==> src/pkg/sbstap_pkg.sv <==
// Package of constants and types for the SRAM boundary-scan test port
// ---------------------------------------------------------------------
// Functional notes
// - Sample TMS and TDI on rising TCK; change TDO on falling TCK only.
// - Undriven TMS or TDI reads as logic high through pull-ups.
// - Serial data enters the selected register MSB; TDO shows its LSB.
// - Five TMS-high rising edges reset the port; memory keeps running.
// - Power-up resets the port and floats TDO without any TCK.
// - Three-bit instruction register; loads identification code on reset.
// - Capture-IR loads binary 01 into the two lowest instruction bits.
// - Only one data register sits between TDI and TDO, chosen by instruction.
// - Bypass is one flip-flop, cleared on capture, shifted in Shift-DR.
// - Capture-DR loads all pin values into the boundary chain, then shifts.
// - Identification instruction captures a fixed 32-bit code, shifted out.
// - Instruction shifts in Shift-IR and takes effect at Update-IR.
// - All-zero instruction acts exactly as sample/preload, never drives pins.
// - No way to apply memory signals or preload buffers through the chain.
// - High-impedance sampling connects the boundary chain during Shift-DR.
// - Sample/preload snapshots every pin into the chain at Capture-DR.
// - Update-DR under sample/preload changes nothing, like Pause-DR.
// - Codes: identification 001, high-z sampling 010, sample/preload 100.
// - High-z sampling floats the memory outputs; all-zero code does not.
// - Id word: revision 31:29, device 28:12, vendor 11:1, bit 0 one.
// ---------------------------------------------------------------------
package sbstap_pkg;

  localparam int IR_WIDTH = 3;
  localparam int ID_WIDTH = 32;
  localparam int BSR_WIDTH = 107;

  // Instruction codes
  localparam logic [2:0] INS_EXTEST = 3'h0;
  localparam logic [2:0] INS_IDCODE = 3'h1;
  localparam logic [2:0] INS_SAMPZ = 3'h2;
  localparam logic [2:0] INS_SAMPLE = 3'h4;
  localparam logic [2:0] INS_BYPASS = 3'h7;
  localparam logic [1:0] IR_CAPTURE = 2'h1;

  // Identification fields (values arbitrary, not any real part)
  localparam int ID_REV_LSB = 29;
  localparam int ID_DEV_LSB = 12;
  localparam int ID_VEND_LSB = 1;
  localparam logic [2:0] ID_REV = 3'h2;
  localparam logic [16:0] ID_DEV = 17'h0a5a5;
  localparam logic [10:0] ID_VEND = 11'h123;
  localparam logic [31:0] ID_WORD = (32'(ID_REV) << ID_REV_LSB)
    | (32'(ID_DEV) << ID_DEV_LSB) | (32'(ID_VEND) << ID_VEND_LSB) | 32'h1;

  // Link timing
  localparam int CLK_HZ = 50000000;
  localparam int TCK_MAX_HZ = 10000000;
  localparam int RESET_TMS_EDGES = 5;

  typedef enum logic [15:0] {
    ST_RESET = 16'h0001, ST_IDLE = 16'h0002, ST_SELDR = 16'h0004,
    ST_CAPDR = 16'h0008, ST_SHDR = 16'h0010, ST_EX1DR = 16'h0020,
    ST_PADR = 16'h0040, ST_EX2DR = 16'h0080, ST_UPDR = 16'h0100,
    ST_SELIR = 16'h0200, ST_CAPIR = 16'h0400, ST_SHIR = 16'h0800,
    ST_EX1IR = 16'h1000, ST_PAIR = 16'h2000, ST_EX2IR = 16'h4000,
    ST_UPIR = 16'h8000
  } sbstap_state_type;

  typedef struct packed {
    logic tck;
    logic tms;
    logic tdi;
  } sbstap_pins_type;

  typedef struct packed {
    logic tdo;
    logic tdoEn;
  } sbstap_out_type;

endpackage

==> src/verilog/sbstap_sync.sv <==
// Two-stage synchroniser with TCK edge finder for the test pins
`timescale 1ns/10ps
`default_nettype none
module sbstap_sync
  import sbstap_pkg::*;
(
  // Clock and reset
  input wire logic coreClk,
  input wire logic srst,
  // Raw pins and synced copies
  input wire sbstap_pkg::sbstap_pins_type pinRaw,
  output sbstap_pkg::sbstap_pins_type pinSync,
  output logic tckRise,
  output logic tckFall
);
  import sbstap_pkg::*;

  typedef struct packed {
    sbstap_pins_type s1;
    sbstap_pins_type s2;
    logic tckPrev;
  } sbstap_sync_type;

  sbstap_sync_type state_q, state_d;

  always_comb
  begin
    state_d = state_q;
    state_d.s1 = pinRaw;
    state_d.s2 = state_q.s1;
    state_d.tckPrev = state_q.s2.tck;
  end

  always_ff @(posedge coreClk)
  begin
    if (srst)
    begin
      // Pull-ups: idle pins read high; TCK parks low
      state_q <= '{s1: 3'h3, s2: 3'h3, tckPrev: 1'b0};
    end
    else
    begin
      state_q <= state_d;
    end
  end

  assign pinSync = state_q.s2;
  assign tckRise = state_q.s2.tck & ~state_q.tckPrev;
  assign tckFall = ~state_q.s2.tck & state_q.tckPrev;
endmodule
`default_nettype wire

==> src/verilog/sbstap_top.sv <==
// Boundary-scan test access port of the synchronous SRAM
`timescale 1ns/10ps
`default_nettype none
module sbstap_top
  import sbstap_pkg::*;
(
  // Clock and reset
  input wire logic coreClk,
  input wire logic srst,
  // Test pins (pull-up resolution done outside)
  input wire logic tck,
  input wire logic tms,
  input wire logic tdi,
  output logic tdo,
  output logic tdoEn,
  // Pin ring sampled by the boundary chain
  input wire logic [106:0] pinRing,
  // Memory output buffers forced to high impedance
  output logic memOutHiZ
);
  import sbstap_pkg::*;

  // ---------------------------------------------------------------
  // State
  // ---------------------------------------------------------------
  typedef struct packed {
    sbstap_state_type st;
    logic [2:0] irShift;
    logic [2:0] irActive;
    logic bypass;
    logic [31:0] idReg;
    logic [106:0] bsr;
    logic tdo;
    logic tdoEn;
    logic hiZ;
    logic [2:0] tmsHighCnt;
  } sbstap_top_type;

  sbstap_top_type state_q, state_d;
  sbstap_pins_type pinSync;
  logic tckRise;
  logic tckFall;
  logic [106:0] ringSync1, ringSync2;
  sbstap_pins_type pinRaw;

  // ---------------------------------------------------------------
  // Input synchronisation
  // ---------------------------------------------------------------
  assign pinRaw = '{tck: tck, tms: tms, tdi: tdi};

  sbstap_sync uSync (
    .coreClk(coreClk),
    .srst(srst),
    .pinRaw(pinRaw),
    .pinSync(pinSync),
    .tckRise(tckRise),
    .tckFall(tckFall)
  );

  // Ring pins come from a faster memory clock; two flops before capture
  always_ff @(posedge coreClk)
  begin
    ringSync1 <= pinRing;
    ringSync2 <= ringSync1;
  end

  // ---------------------------------------------------------------
  // Helpers
  // ---------------------------------------------------------------
  function automatic sbstap_state_type nextState(sbstap_state_type s,
                                                 logic m);
    case (s)
      ST_RESET: nextState = m ? ST_RESET : ST_IDLE;
      ST_IDLE: nextState = m ? ST_SELDR : ST_IDLE;
      ST_SELDR: nextState = m ? ST_SELIR : ST_CAPDR;
      ST_CAPDR: nextState = m ? ST_EX1DR : ST_SHDR;
      ST_SHDR: nextState = m ? ST_EX1DR : ST_SHDR;
      ST_EX1DR: nextState = m ? ST_UPDR : ST_PADR;
      ST_PADR: nextState = m ? ST_EX2DR : ST_PADR;
      ST_EX2DR: nextState = m ? ST_UPDR : ST_SHDR;
      ST_UPDR: nextState = m ? ST_SELDR : ST_IDLE;
      ST_SELIR: nextState = m ? ST_RESET : ST_CAPIR;
      ST_CAPIR: nextState = m ? ST_EX1IR : ST_SHIR;
      ST_SHIR: nextState = m ? ST_EX1IR : ST_SHIR;
      ST_EX1IR: nextState = m ? ST_UPIR : ST_PAIR;
      ST_PAIR: nextState = m ? ST_EX2IR : ST_PAIR;
      ST_EX2IR: nextState = m ? ST_UPIR : ST_SHIR;
      ST_UPIR: nextState = m ? ST_SELDR : ST_IDLE;
      default: nextState = ST_RESET;
    endcase
  endfunction

  // Data register choice; undefined codes fall to bypass
  function automatic logic [1:0] drSelect(logic [2:0] ins);
    case (ins)
      INS_IDCODE: drSelect = 2'h1;
      INS_EXTEST, INS_SAMPZ, INS_SAMPLE: drSelect = 2'h2;
      default: drSelect = 2'h0;
    endcase
  endfunction

  // ---------------------------------------------------------------
  // Next state
  // ---------------------------------------------------------------
  logic [1:0] sel;

  always_comb
  begin
    state_d = state_q;
    sel = drSelect(state_q.irActive);
    if (tckRise)
    begin
      // Data moves on rising TCK only
      state_d.st = nextState(state_q.st, pinSync.tms);
      // Redundant with the machine, but keeps the five-edge reset explicit
      if (pinSync.tms)
      begin
        if (state_q.tmsHighCnt != 3'(RESET_TMS_EDGES))
        begin
          state_d.tmsHighCnt = state_q.tmsHighCnt + 3'h1;
        end
      end
      else
      begin
        state_d.tmsHighCnt = 3'h0;
      end
      if (pinSync.tms &&
          state_q.tmsHighCnt == 3'(RESET_TMS_EDGES - 1))
      begin
        state_d.st = ST_RESET;
      end
      case (state_q.st)
        ST_CAPIR:
        begin
          state_d.irShift = {state_q.irShift[2], IR_CAPTURE};
        end
        ST_SHIR:
        begin
          state_d.irShift = {pinSync.tdi, state_q.irShift[2:1]};
        end
        ST_CAPDR:
        begin
          state_d.bypass = 1'b0;
          if (sel == 2'h1)
          begin
            state_d.idReg = ID_WORD;
          end
          if (sel == 2'h2)
          begin
            state_d.bsr = ringSync2;
          end
        end
        ST_SHDR:
        begin
          case (sel)
            2'h1: state_d.idReg = {pinSync.tdi, state_q.idReg[31:1]};
            2'h2: state_d.bsr = {pinSync.tdi, state_q.bsr[106:1]};
            default: state_d.bypass = pinSync.tdi;
          endcase
        end
        // Update-DR drives nothing back: no preload path exists
        ST_UPDR:
        begin
          state_d.bsr = state_q.bsr;
        end
        default:
        begin
          state_d.irShift = state_q.irShift;
        end
      endcase
      // Instruction goes live on the edge that enters Update-IR
      if (state_d.st == ST_UPIR)
      begin
        state_d.irActive = state_q.irShift;
      end
      if (state_d.st == ST_RESET)
      begin
        state_d.irActive = INS_IDCODE;
        state_d.irShift = INS_IDCODE;
      end
    end
    if (tckFall)
    begin
      // TDO only changes on falling TCK
      state_d.tdoEn = (state_q.st == ST_SHDR) || (state_q.st == ST_SHIR);
      if (state_q.st == ST_SHIR)
      begin
        state_d.tdo = state_q.irShift[0];
      end
      else
      begin
        case (sel)
          2'h1: state_d.tdo = state_q.idReg[0];
          2'h2: state_d.tdo = state_q.bsr[0];
          default: state_d.tdo = state_q.bypass;
        endcase
      end
    end
    // Only high-z sampling floats memory outputs; all-zero code does not
    state_d.hiZ = (state_q.irActive == INS_SAMPZ);
  end

  always_ff @(posedge coreClk)
  begin
    if (srst)
    begin
      // Comes up reset with TDO floating, no TCK needed
      state_q.st <= ST_RESET;
      state_q.irShift <= INS_IDCODE;
      state_q.irActive <= INS_IDCODE;
      state_q.bypass <= 1'b0;
      state_q.idReg <= 32'h0;
      state_q.bsr <= '0;
      state_q.tdo <= 1'b0;
      state_q.tdoEn <= 1'b0;
      state_q.hiZ <= 1'b0;
      state_q.tmsHighCnt <= 3'h0;
    end
    else
    begin
      state_q <= state_d;
    end
  end

  assign tdo = state_q.tdo;
  assign tdoEn = state_q.tdoEn;
  assign memOutHiZ = state_q.hiZ;
endmodule
`default_nettype wire

==> config.mk <==
export PLATFORM = sky130hd
export DESIGN_NAME = sbstap_top
export DESIGN_NICKNAME = d
export VERILOG_FILES = /design/src/pkg/sbstap_pkg.sv /design/src/verilog/sbstap_sync.sv /design/src/verilog/sbstap_top.sv
export SDC_FILE = /design/constraint.sdc
export NUM_CORES = 1
export LEC_CHECK = 0
export ABC_AREA = 1
export BUFFER_PORTS_ARGS = -buffer_cell sky130_fd_sc_hd__buf_4
export CORE_ASPECT_RATIO = 0.9
export CORE_MARGIN = 5
export CORE_UTILIZATION = 52
export CTS_CLUSTER_DIAMETER = 60
export DETAILED_ROUTE_END_ITERATION = 16
export PLACE_DENSITY = 0.84
export SKIP_LAST_GASP = 1
export SLEW_MARGIN = 10
export SYNTH_ARGS = -nofsm -noshare
export SYNTH_HDL_FRONTEND = slang
export SYNTH_SLANG_ARGS = --single-unit
==> constraint.sdc <==
create_clock -name coreClk -period 1.8 [get_ports coreClk]
set_input_delay 0.09 -clock coreClk [delete_from_list [all_inputs] [get_ports coreClk]]
set_output_delay 0.09 -clock coreClk [all_outputs]
set_load 0.005 [all_outputs]
Word-level counts from Yosys, hierarchy flattened
Index checks and enable logic that the tools add are counted.
- register bits: 389
- logic and storage cells: 106
- input port bits: 112
- output and inout bits: 3
- bitwise operators: 4
- reduce and logical (&&, ||, !) cells: 19
- add/subtract/negate cells: 1
- multiplexer cells: 30
- equal/unequal tests: 32
- operators with widths (operator ; count):
    $mux 107 ; 2
    $pmux 107 s2 ; 1
    $pmux 16 s12 ; 1
    $pmux 33 s2 ; 1
    $mux 16 ; 4
    $mux 32 ; 2
    $eq 16x1->1 const B ; 2
    $eq 16x16->1 const B ; 2
    $mux 9 ; 2
    $eq 16x10->1 const B ; 1
    $eq 16x11->1 const B ; 1
    $eq 16x12->1 const B ; 1
    $eq 16x13->1 const B ; 1
    $eq 16x14->1 const B ; 1
    $eq 16x15->1 const B ; 1
    $eq 16x2->1 const B ; 1
    $eq 16x3->1 const B ; 1
    $eq 16x4->1 const B ; 1
    $eq 16x5->1 const B ; 1
    $eq 16x6->1 const B ; 1
    $eq 16x7->1 const B ; 1
    $eq 16x8->1 const B ; 1
    $eq 16x9->1 const B ; 1
    $mux 15 ; 1
    other kinds (31) ; 54

Logic depth before layout (Yosys ltp)
Gate-level depths: netlist (run 1).
- depth in word-level cells: 8
- gate-level depth with buffers: 13
- gate-level depth less buffers: 13

Hierarchy
A second synthesis (run 1) with hierarchy kept.
- cell total of the unflattened synthesis: 1237
- area, all modules: 11918.9 µm²
- modules (own cells, without submodules) (module ; area an instance (µm²) ; cells each ; seq. area each (µm²) ; times used):
    sbstap_top ; 11688.7 ; 1209 ; 7647.3 ; 1
    sbstap_sync ; 230.2 ; 28 ; 140.1 ; 1

Worst setup path before layout (run 1)
OpenSTA, ideal clock, no wires.
- path kind: flip-flop to flip-flop
- start: register state_q[164] (netlist bit)
- end: register state_q[63] (netlist bit)
- data required time: 1.682 ns
- setup time: 0.118 ns
- period minus slack after synthesis: 1.802 ns
- setup slack: -0.002 ns
- cell stages (with the launch flop): 13
- arrival time: 1.684 ns
- path buffers: 2
- cell sequence: dfxtp_1 > nor2_2 > nand2_2 > nor2_8 > nand3_2 > o21ai_2 > inv_2 > nor2_4 > nand2_2 > buf_6 > buf_6 > o21ai_1 > a21oi_2
- cells in the longest elaborated chain, start to end: 3
- elaborated cells between the ends (all ways): 7
- those cells by class: eq/ne: 4; mux: 1; reduce/logical: 2
- ends and longest elaborated chain (item ; RTL line ; RTL):
    from (decl) ; sbstap_top.sv:39 ; sbstap_top_type state_q, state_d;
    from (signal assigned) ; sbstap_top.sv:221 ; state_q <= state_d;
    $eq 16x4->1 / $eq 16x5->1 (equally long branches) ; sbstap_top.sv:132 ; case (state_q.st)
    $ne 2x2->1 (no line) / $reduce_bool 2->1 (equally long branches) ; n/a ;
    $reduce_and 4->1 (no line) ; n/a ;
Parallel ways exist; a longest one is shown, timed or not.
A chain may end at the register's enable or synchronous reset.

Final worst setup path (run 1)
- start: register state_q[156] (netlist bit)
- end: register state_q[116] (netlist bit)
The elaborated chain is that of the path after synthesis.

==> results of run 1 <==
==> logic make-up after synthesis <==
| family | after synthesis |
|---|---|
| xor+xnor | 1 |
| fa+ha+maj | 5 |
| simple gates | 255 |
| flops | 389 |
| buf+inv | 243 |
| compound gates | 435 |
==> power groups by stage <==
stage	registers, mW	logic (mW)	clock network (mW)
2_1_floorplan	9.15	0.405	0
3_3_place_gp	9.18	0.748	0
3_5_place_dp	9.18	0.769	0
4_1_cts	9.00	1.04	8.68
5_1_grt	9.04	1.31	9.16
6_report	9.02	1.22	8.71
==> sequential cells by signal, indices dropped and copies added (netlist names) <==
signal	cells
state_q	165
ringSync1	107
ringSync2	107
uSync.pinSync	3
uSync.state_d	3
memOutHiZ	1
tdo	1
tdoEn	1
uSync.state_q	1
==> cells in the mapped netlist (all sizes together) <==
| cell type | instances |
|---|---|
| a31oi | 10 |
| nor4 | 1 |
| xor2 | 1 |
| nor2 | 43 |
| dfxtp | 389 |
| nand4 | 3 |
| o211ai | 4 |
| nand3b | 2 |
| inv | 162 |
| nor3 | 7 |
| o211a | 1 |
| nand3 | 33 |
| o21ai | 245 |
| nor3b | 1 |
| clkinv | 2 |
| a211oi | 24 |
| a21oi | 151 |
| nand2 | 161 |
| ha | 5 |
| clkbuf | 44 |
| or2 | 4 |
| buf | 35 |
==> cell type report <==
cell class,instances,area [sq um],share of cell area
diodes,2,5.00,0.000286
well taps,302,378,0.0216
clock buffers,51,1100,0.0629
flip-flops and latches,389,7810,0.447
repair buffers,318,3130,0.179
inverters,164,624,0.0357
multi-input cells,697,4150,0.237
clock inverters,16,292,0.0167
==> critical path, stage by stage (launching register included) <==
cell	delay, ps
dfxtp_2	350
inv_1	80
nor3_2	220
buf_4	160
nand3_4	70
o21ai_2	90
inv_2	90
nor2_4	160
buf_4	160
nand2_8	80
buf_6	160
a211oi_1	500
==> through the flow <==
step / cell area (sq um) / std cells
finish: 17500 / 1939
global route: 17500 / 1939
CTS: 16800 / 1915
detailed placement: 13700 / 1719
global placement: 13700 / 1719
floorplan: 12400 / 1328
==> layer usage <==
| metal | routed length [um] | share of wire | GRT usage | vias up |
|---|---|---|---|---|
| li1 | - | - | - | 4900 |
| met1 | 13400 | 0.38 | 0.250 | 5017 |
| met2 | 18000 | 0.51 | 0.390 | 593 |
| met3 | 2440 | 0.069 | 0.0353 | 170 |
| met4 | 1750 | 0.049 | 0.0928 | 0 |
| met5 | 0 | 0 | 0 | - |
==> worst max path at each step <==
stage | to | depth (start not counted)
after floorplan | state_q[63] | 12
after global placement | state_q[118] | 11
after detailed placement | state_q[47] | 11
after CTS | state_q[123] | 12
after global routing | state_q[116] | 12
final | state_q[116] | 11
==> what timing repair did <==
item	in CTS	in global routing
endpoints found under the hold margin	110	0
endpoints found under the setup margin	143	151
buffers inserted	12	18
gates resized for setup	92	149
gates cloned	7	11
pin swaps	10	25
hold buffers	110	0
==> metrics.md, run 1 <==
| Metric | Value |
|---|---|
| Maxcap violations | 0 |
| Post-route minimum period | 2310 ps |
| Setup ws final | -509 ps |
| Sw Pwr | 4.10 mW |
| Yosys reg bits | 389 |
| Final Cycle Share | 1.28 |
| Drt via density | 5.51 |
| Vias | 10700 |
| End-of-flow core utilization | 0.747 |
| Finish-stage setup viols | 146 |
| Hold WS | 122 ps |
| Ports | 115 |
| Top cell type's share of synthesized area | 0.629 |
| Lkg Pwr | 7.28 nW |
| Vias in the first global route | 10100 |
| Switching share of power | 0.216 |
| Routed WL | 35600 um |
| FF-to-FF setup slack | -510 ps |
| Critical path launch point type | flip-flop |
| Net Count, Synth | 1445 |
| Setup TNS Final | -31610 ps |
| Status | finished with violations |
| RR Endpoint | state_q[116] |
| Synth warnings | 0 |
| # DRC | 0 |
| Max Buffers Root-to-Sink | 3 |
| Layout cells sized above 1 | 0.274 |
| Yosys cell types | 35 |
| Fin nets | 1724 |
| Largest area contributor in the netlist | dfxtp_1 |
| Hold Crit Start | srst |
| Hold endpoint | uSync.pinSync[2] |
| Hold Crit Class | primary input to flip-flop |
| Die height | 156 um |
| Cell Area, Synth | 12400 sq um |
| Adder-cell area share of the yosys netlist | 0.00505 |
| Grt ovf | 0 |
| Clock-pin slew on the worst setup and hold paths | 70 ps |
| CTS root buf | clkbuf_16 |
| RSZ-0062 raised after global routing | true |
| CP arrival | 2680 ps |
| Area delta synth->final | 41.2% |
| Combinational Power Share | 0.065 |
| First-pass GRT wire length | 48600 um |
| Data required, critical path | 2170 ps |
| Place WS | -112 ps |
| CTS buffer count | 37 |
| Max Slew Vio Count | 0 |
| Total GRT Usage | 0.214 |
| CP endpoint kind | flip-flop |
| Main combinational cell family by area after synthesis | compound AO/OA/AOI/OAI gates |
| CTS tree | done |
| Final Hold Fails | 0 |
| Most frequent cells in the layout | dfxtp_1, buf_4, inv_1 |
| Synthesized instance count | 1328 |
| Critical Path Fanout Max | 11 |
| Port bufs | 114 |
| Die Wd | 173 um |
| Routability Congestion | 0.842 |
| Mux share of post-synthesis cell area | 0 |
| Row count | 53 |
| R2R Path Start | state_q[156] |
| Hold Path Depth | 3 |
| Clk_lat worst skew | 530 ps |
| Iter 0 DRT Violations | 1132 |
| CTS Sinks | 389 |
| Largest net degree at the start of global routing | 86 |
| Worst r2r path cells | 11 |
| H-tree levels | 2 |
| Post-synthesis compound-gate area fraction | 0.190 |
| Worst setup startpoint | state_q[156] |
| Internal Power | 14.9 mW |
| Total Power | 19.0 mW |
| Worst-Margin Slew | 540 ps |
| Core ar. | 23400 sq um |
| Antenna Nets Post-Route | 0 |
| Sequential-to-total area share from yosys stat | 0.629 |
| Initial Utilization | 0.529 |
| Sequential power share | 0.476 |
| WS Path Type | flip-flop to flip-flop |
| Avg Cell Area, Syn | 9.33 sq um |
| Clk_skew | 13.3 ps |
| Drt first pass iters | 6 |
| Commonest non-fill, non-tap cell in the layout | dfxtp_1 |
| Wire per inst | 18.4 um |
| PwrDens | 1080 nW/um^2 |
| Peak VDD IR | 872 uV |
| Fillers | 1254 |
| Fmax | 433 MHz |
| Initial antenna violation count | 2 |
| Synth area leaders | dfxtp_1, o21ai_0, a21oi_1, inv_1, nand2_1 |
| Die Footprint | 27000 sq um |
| Failing checks | setup timing |
| Post-Synth Simple-Gate Area | 0.0890 |
| Hpwl dp | 14400 um |
| Xor and xnor area share after synthesis | 0.000707 |
| Clock power share | 0.459 |
| Relative slew slack | 0.638 |
No activity file was read; power rests on OpenSTA's default activity.
==> inputs of run 2 (changes only) <==
--- a/config.mk
+++ b/config.mk
@@ -9,10 +9,10 @@
 export BUFFER_PORTS_ARGS = -buffer_cell sky130_fd_sc_hd__buf_4
 export CORE_ASPECT_RATIO = 0.9
 export CORE_MARGIN = 5
-export CORE_UTILIZATION = 52
+export CORE_UTILIZATION = 60
 export CTS_CLUSTER_DIAMETER = 60
 export DETAILED_ROUTE_END_ITERATION = 16
-export PLACE_DENSITY = 0.84
+export PLACE_DENSITY = 0.9
 export SKIP_LAST_GASP = 1
 export SLEW_MARGIN = 10
 export SYNTH_ARGS = -nofsm -noshare
==> constraint.sdc (replaced) <==
create_clock -name coreClk -period 2.7 [get_ports coreClk]
set_input_delay 0.135 -clock coreClk [delete_from_list [all_inputs] [get_ports coreClk]]
set_output_delay 0.135 -clock coreClk [all_outputs]
set_load 0.005 [all_outputs]
==> run 2 against run 1 <==
  * The flow now finishes without violations
  * First-iteration DRC count down 15%
  * Clock power down 39%
  * Clock skew up 15 ps
  * Core utilization up 2.6 points
  * Die area down 13%
  * Register-to-register slack better by 690 ps
  * Critical endpoint is now state_q[52]
  * Largest power group unchanged
  * Highest routed layer unchanged
==> metrics.md, run 2 (synthesis results as in run 1) <==
| Metric | Value |
|---|---|
| Peak VDD IR | 834 uV |
| Drt via density | 5.51 |
| Hold Path Depth | 2 |
| Setup TNS Final | 0 ps |
| Routability Congestion | 0.836 |
| Internal Power | 9.28 mW |
| Crit path depth | 11 |
| Total GRT Usage | 0.263 |
| Clk_lat worst skew | 530 ps |
| Ports | 115 |
| WS Path Type | flip-flop to flip-flop |
| CTS-repair resized insts | 0 |
| Critical Path Fanout Max | 104 |
| Antenna Nets Post-Route | 0 |
| Status | complete, no violations |
| Clock power share | 0.442 |
| Slowest CP cell | dfxtp_1 |
| Worst r2r path cells | 11 |
| Drt first pass iters | 6 |
| Fmax | 397 MHz |
| # DRC | 0 |
| Finish-stage setup viols | 0 |
| Vias | 9948 |
| Hold-fix buffers, CTS | 110 |
| Commonest non-fill, non-tap cell in the layout | dfxtp_1 |
| CP max stage delay | 330 ps |
| Setup ws final | 180 ps |
| Core ar. | 20200 sq um |
| CTS buffer count | 37 |
| Multi-input gate area | 3550 sq um |
| Post-route minimum period | 2520 ps |
| CP endpoint kind | flip-flop |
| Row count | 49 |
| Max Buffers Root-to-Sink | 3 |
| Hpwl dp | 13700 um |
| Lkg Pwr | 6.51 nW |
| Fillers | 974 |
| PwrDens | 765 nW/um^2 |
| Most flop-heavy register | state_q |
| M1 WL | 12400 um |
| Wire per inst | 17.7 um |
| First-pass GRT wire length | 51200 um |
| Iter 0 DRT Violations | 963 |
| WL met2 | 16200 um |
| Worst-Margin Slew | 998 ps |
| Clk_skew | 28.8 ps |
| Grt ovf | 0 |
| Layout cells sized above 1 | 0.148 |
| Final Cycle Share | 0.934 |
| H-tree levels | 2 |
| Place WS | 337 ps |
| Die Footprint | 23600 sq um |
| Sequential power share | 0.504 |
| Die height | 146 um |
| Routed WL | 31900 um |
| CTS root buf | clkbuf_16 |
| Hold Crit Class | primary input to flip-flop |
| CTS Sinks | 389 |
| Combinational Power Share | 0.053 |
| Relative slew slack | 0.335 |
| Number of post-CTS setup repair buffers | 0 |
| RSZ-0062 raised after global routing | false |
| Crit path max-delay family | simple AND/OR/NAND/NOR gates |
| Fin nets | 1640 |
| Most frequent cells in the layout | dfxtp_1, o21ai_0, nand2_1 |
| Crit path buf inv count | 2 |
| Largest net degree at the start of global routing | 222 |
| Data required, critical path | 3110 ps |
| Port bufs | 114 |
| Top flop regs | state_q x165, ringSync1 x107, ringSync2 x107 |
| Max reg flops | 165 |
| CP arrival | 2930 ps |
| CTS tree | done |
| Initial antenna violation count | 1 |
| Maxcap violations | 0 |
| Area delta synth->final | 25.9% |
| Cell Chain, Critical Path | nor2_2, nand2_2, nor2_8, nand2_1, o21ai_2, inv_2, nor2_4, nand2_8, buf_12, o21ai_0, a21oi_1 |
| Initial Utilization | 0.614 |
| Routed wl met3 | 1840 um |
| Die Wd | 161 um |
| Clock-pin slew on the worst setup and hold paths | 70 ps |
| Critical path launch point type | flip-flop |
| Highest routing layer actually used | met4 |
| Vias in the first global route | 10200 |
| Register area | 7790 sq um |
| Switching share of power | 0.222 |
| Max Slew Vio Count | 0 |
| Sw Pwr | 2.64 mW |
| Final Hold Fails | 0 |
-- run 2: worst reg2reg max path, stage by stage (launching register included) --
cell     delay [ps]
dfxtp_1         330
nor2_2          180
nand2_2         160
nor2_8          190
nand2_1          90
o21ai_2         180
inv_2            80
nor2_4          180
nand2_8         270
buf_12          330
o21ai_0         360
a21oi_1          90
-- run 2: area by class of cell --
cell class,count,area share
flip-flops and latches,389,0.500
multi-input cells,696,0.227
repair buffers,235,0.133
clock buffers,52,0.0695
inverters,164,0.0396
well taps,255,0.0205
clock inverters,13,0.00995
diodes,1,0.000161
-- run 2: worst paths after layout --
kind / from / end / slack, ps
max: state_q[164] / state_q[52] / 180
min reg2reg: ringSync1[89] / ringSync2[89] / 320
max reg2reg: state_q[164] / state_q[52] / 180
min: srst / uSync.state_d[3] / 20
-- run 2: through the flow --
stage	std cells	hold slack [ps]	utilization	power (mW)	cell area [sq um]
floorplan	1328	163	-	6.37	12400
global placement	1629	239	0.657	6.56	13200
detailed placement	1629	240	0.657	6.58	13200
CTS	1804	13.1	0.773	11.8	15600
global route	1805	26.2	0.773	12.3	15600
finish	1805	24.1	0.773	11.9	15600
-- run 2: routing by layer --
layer  track usage  up-vias
met5             0        -
met4         0.122        0
met3        0.0465      128
met2         0.468      483
met1         0.309     4614
li1              -     4723
-- run 2: power groups by stage --
stage                     combinational, mW  sequential [mW]  clock, mW
after detailed placement              0.457             6.13          0
after CTS                             0.596             6.00       5.24
after global placement                0.442             6.12          0
after floorplan                       0.270             6.10          0
after global routing                  0.690             6.02       5.55
final                                 0.633             6.01       5.28
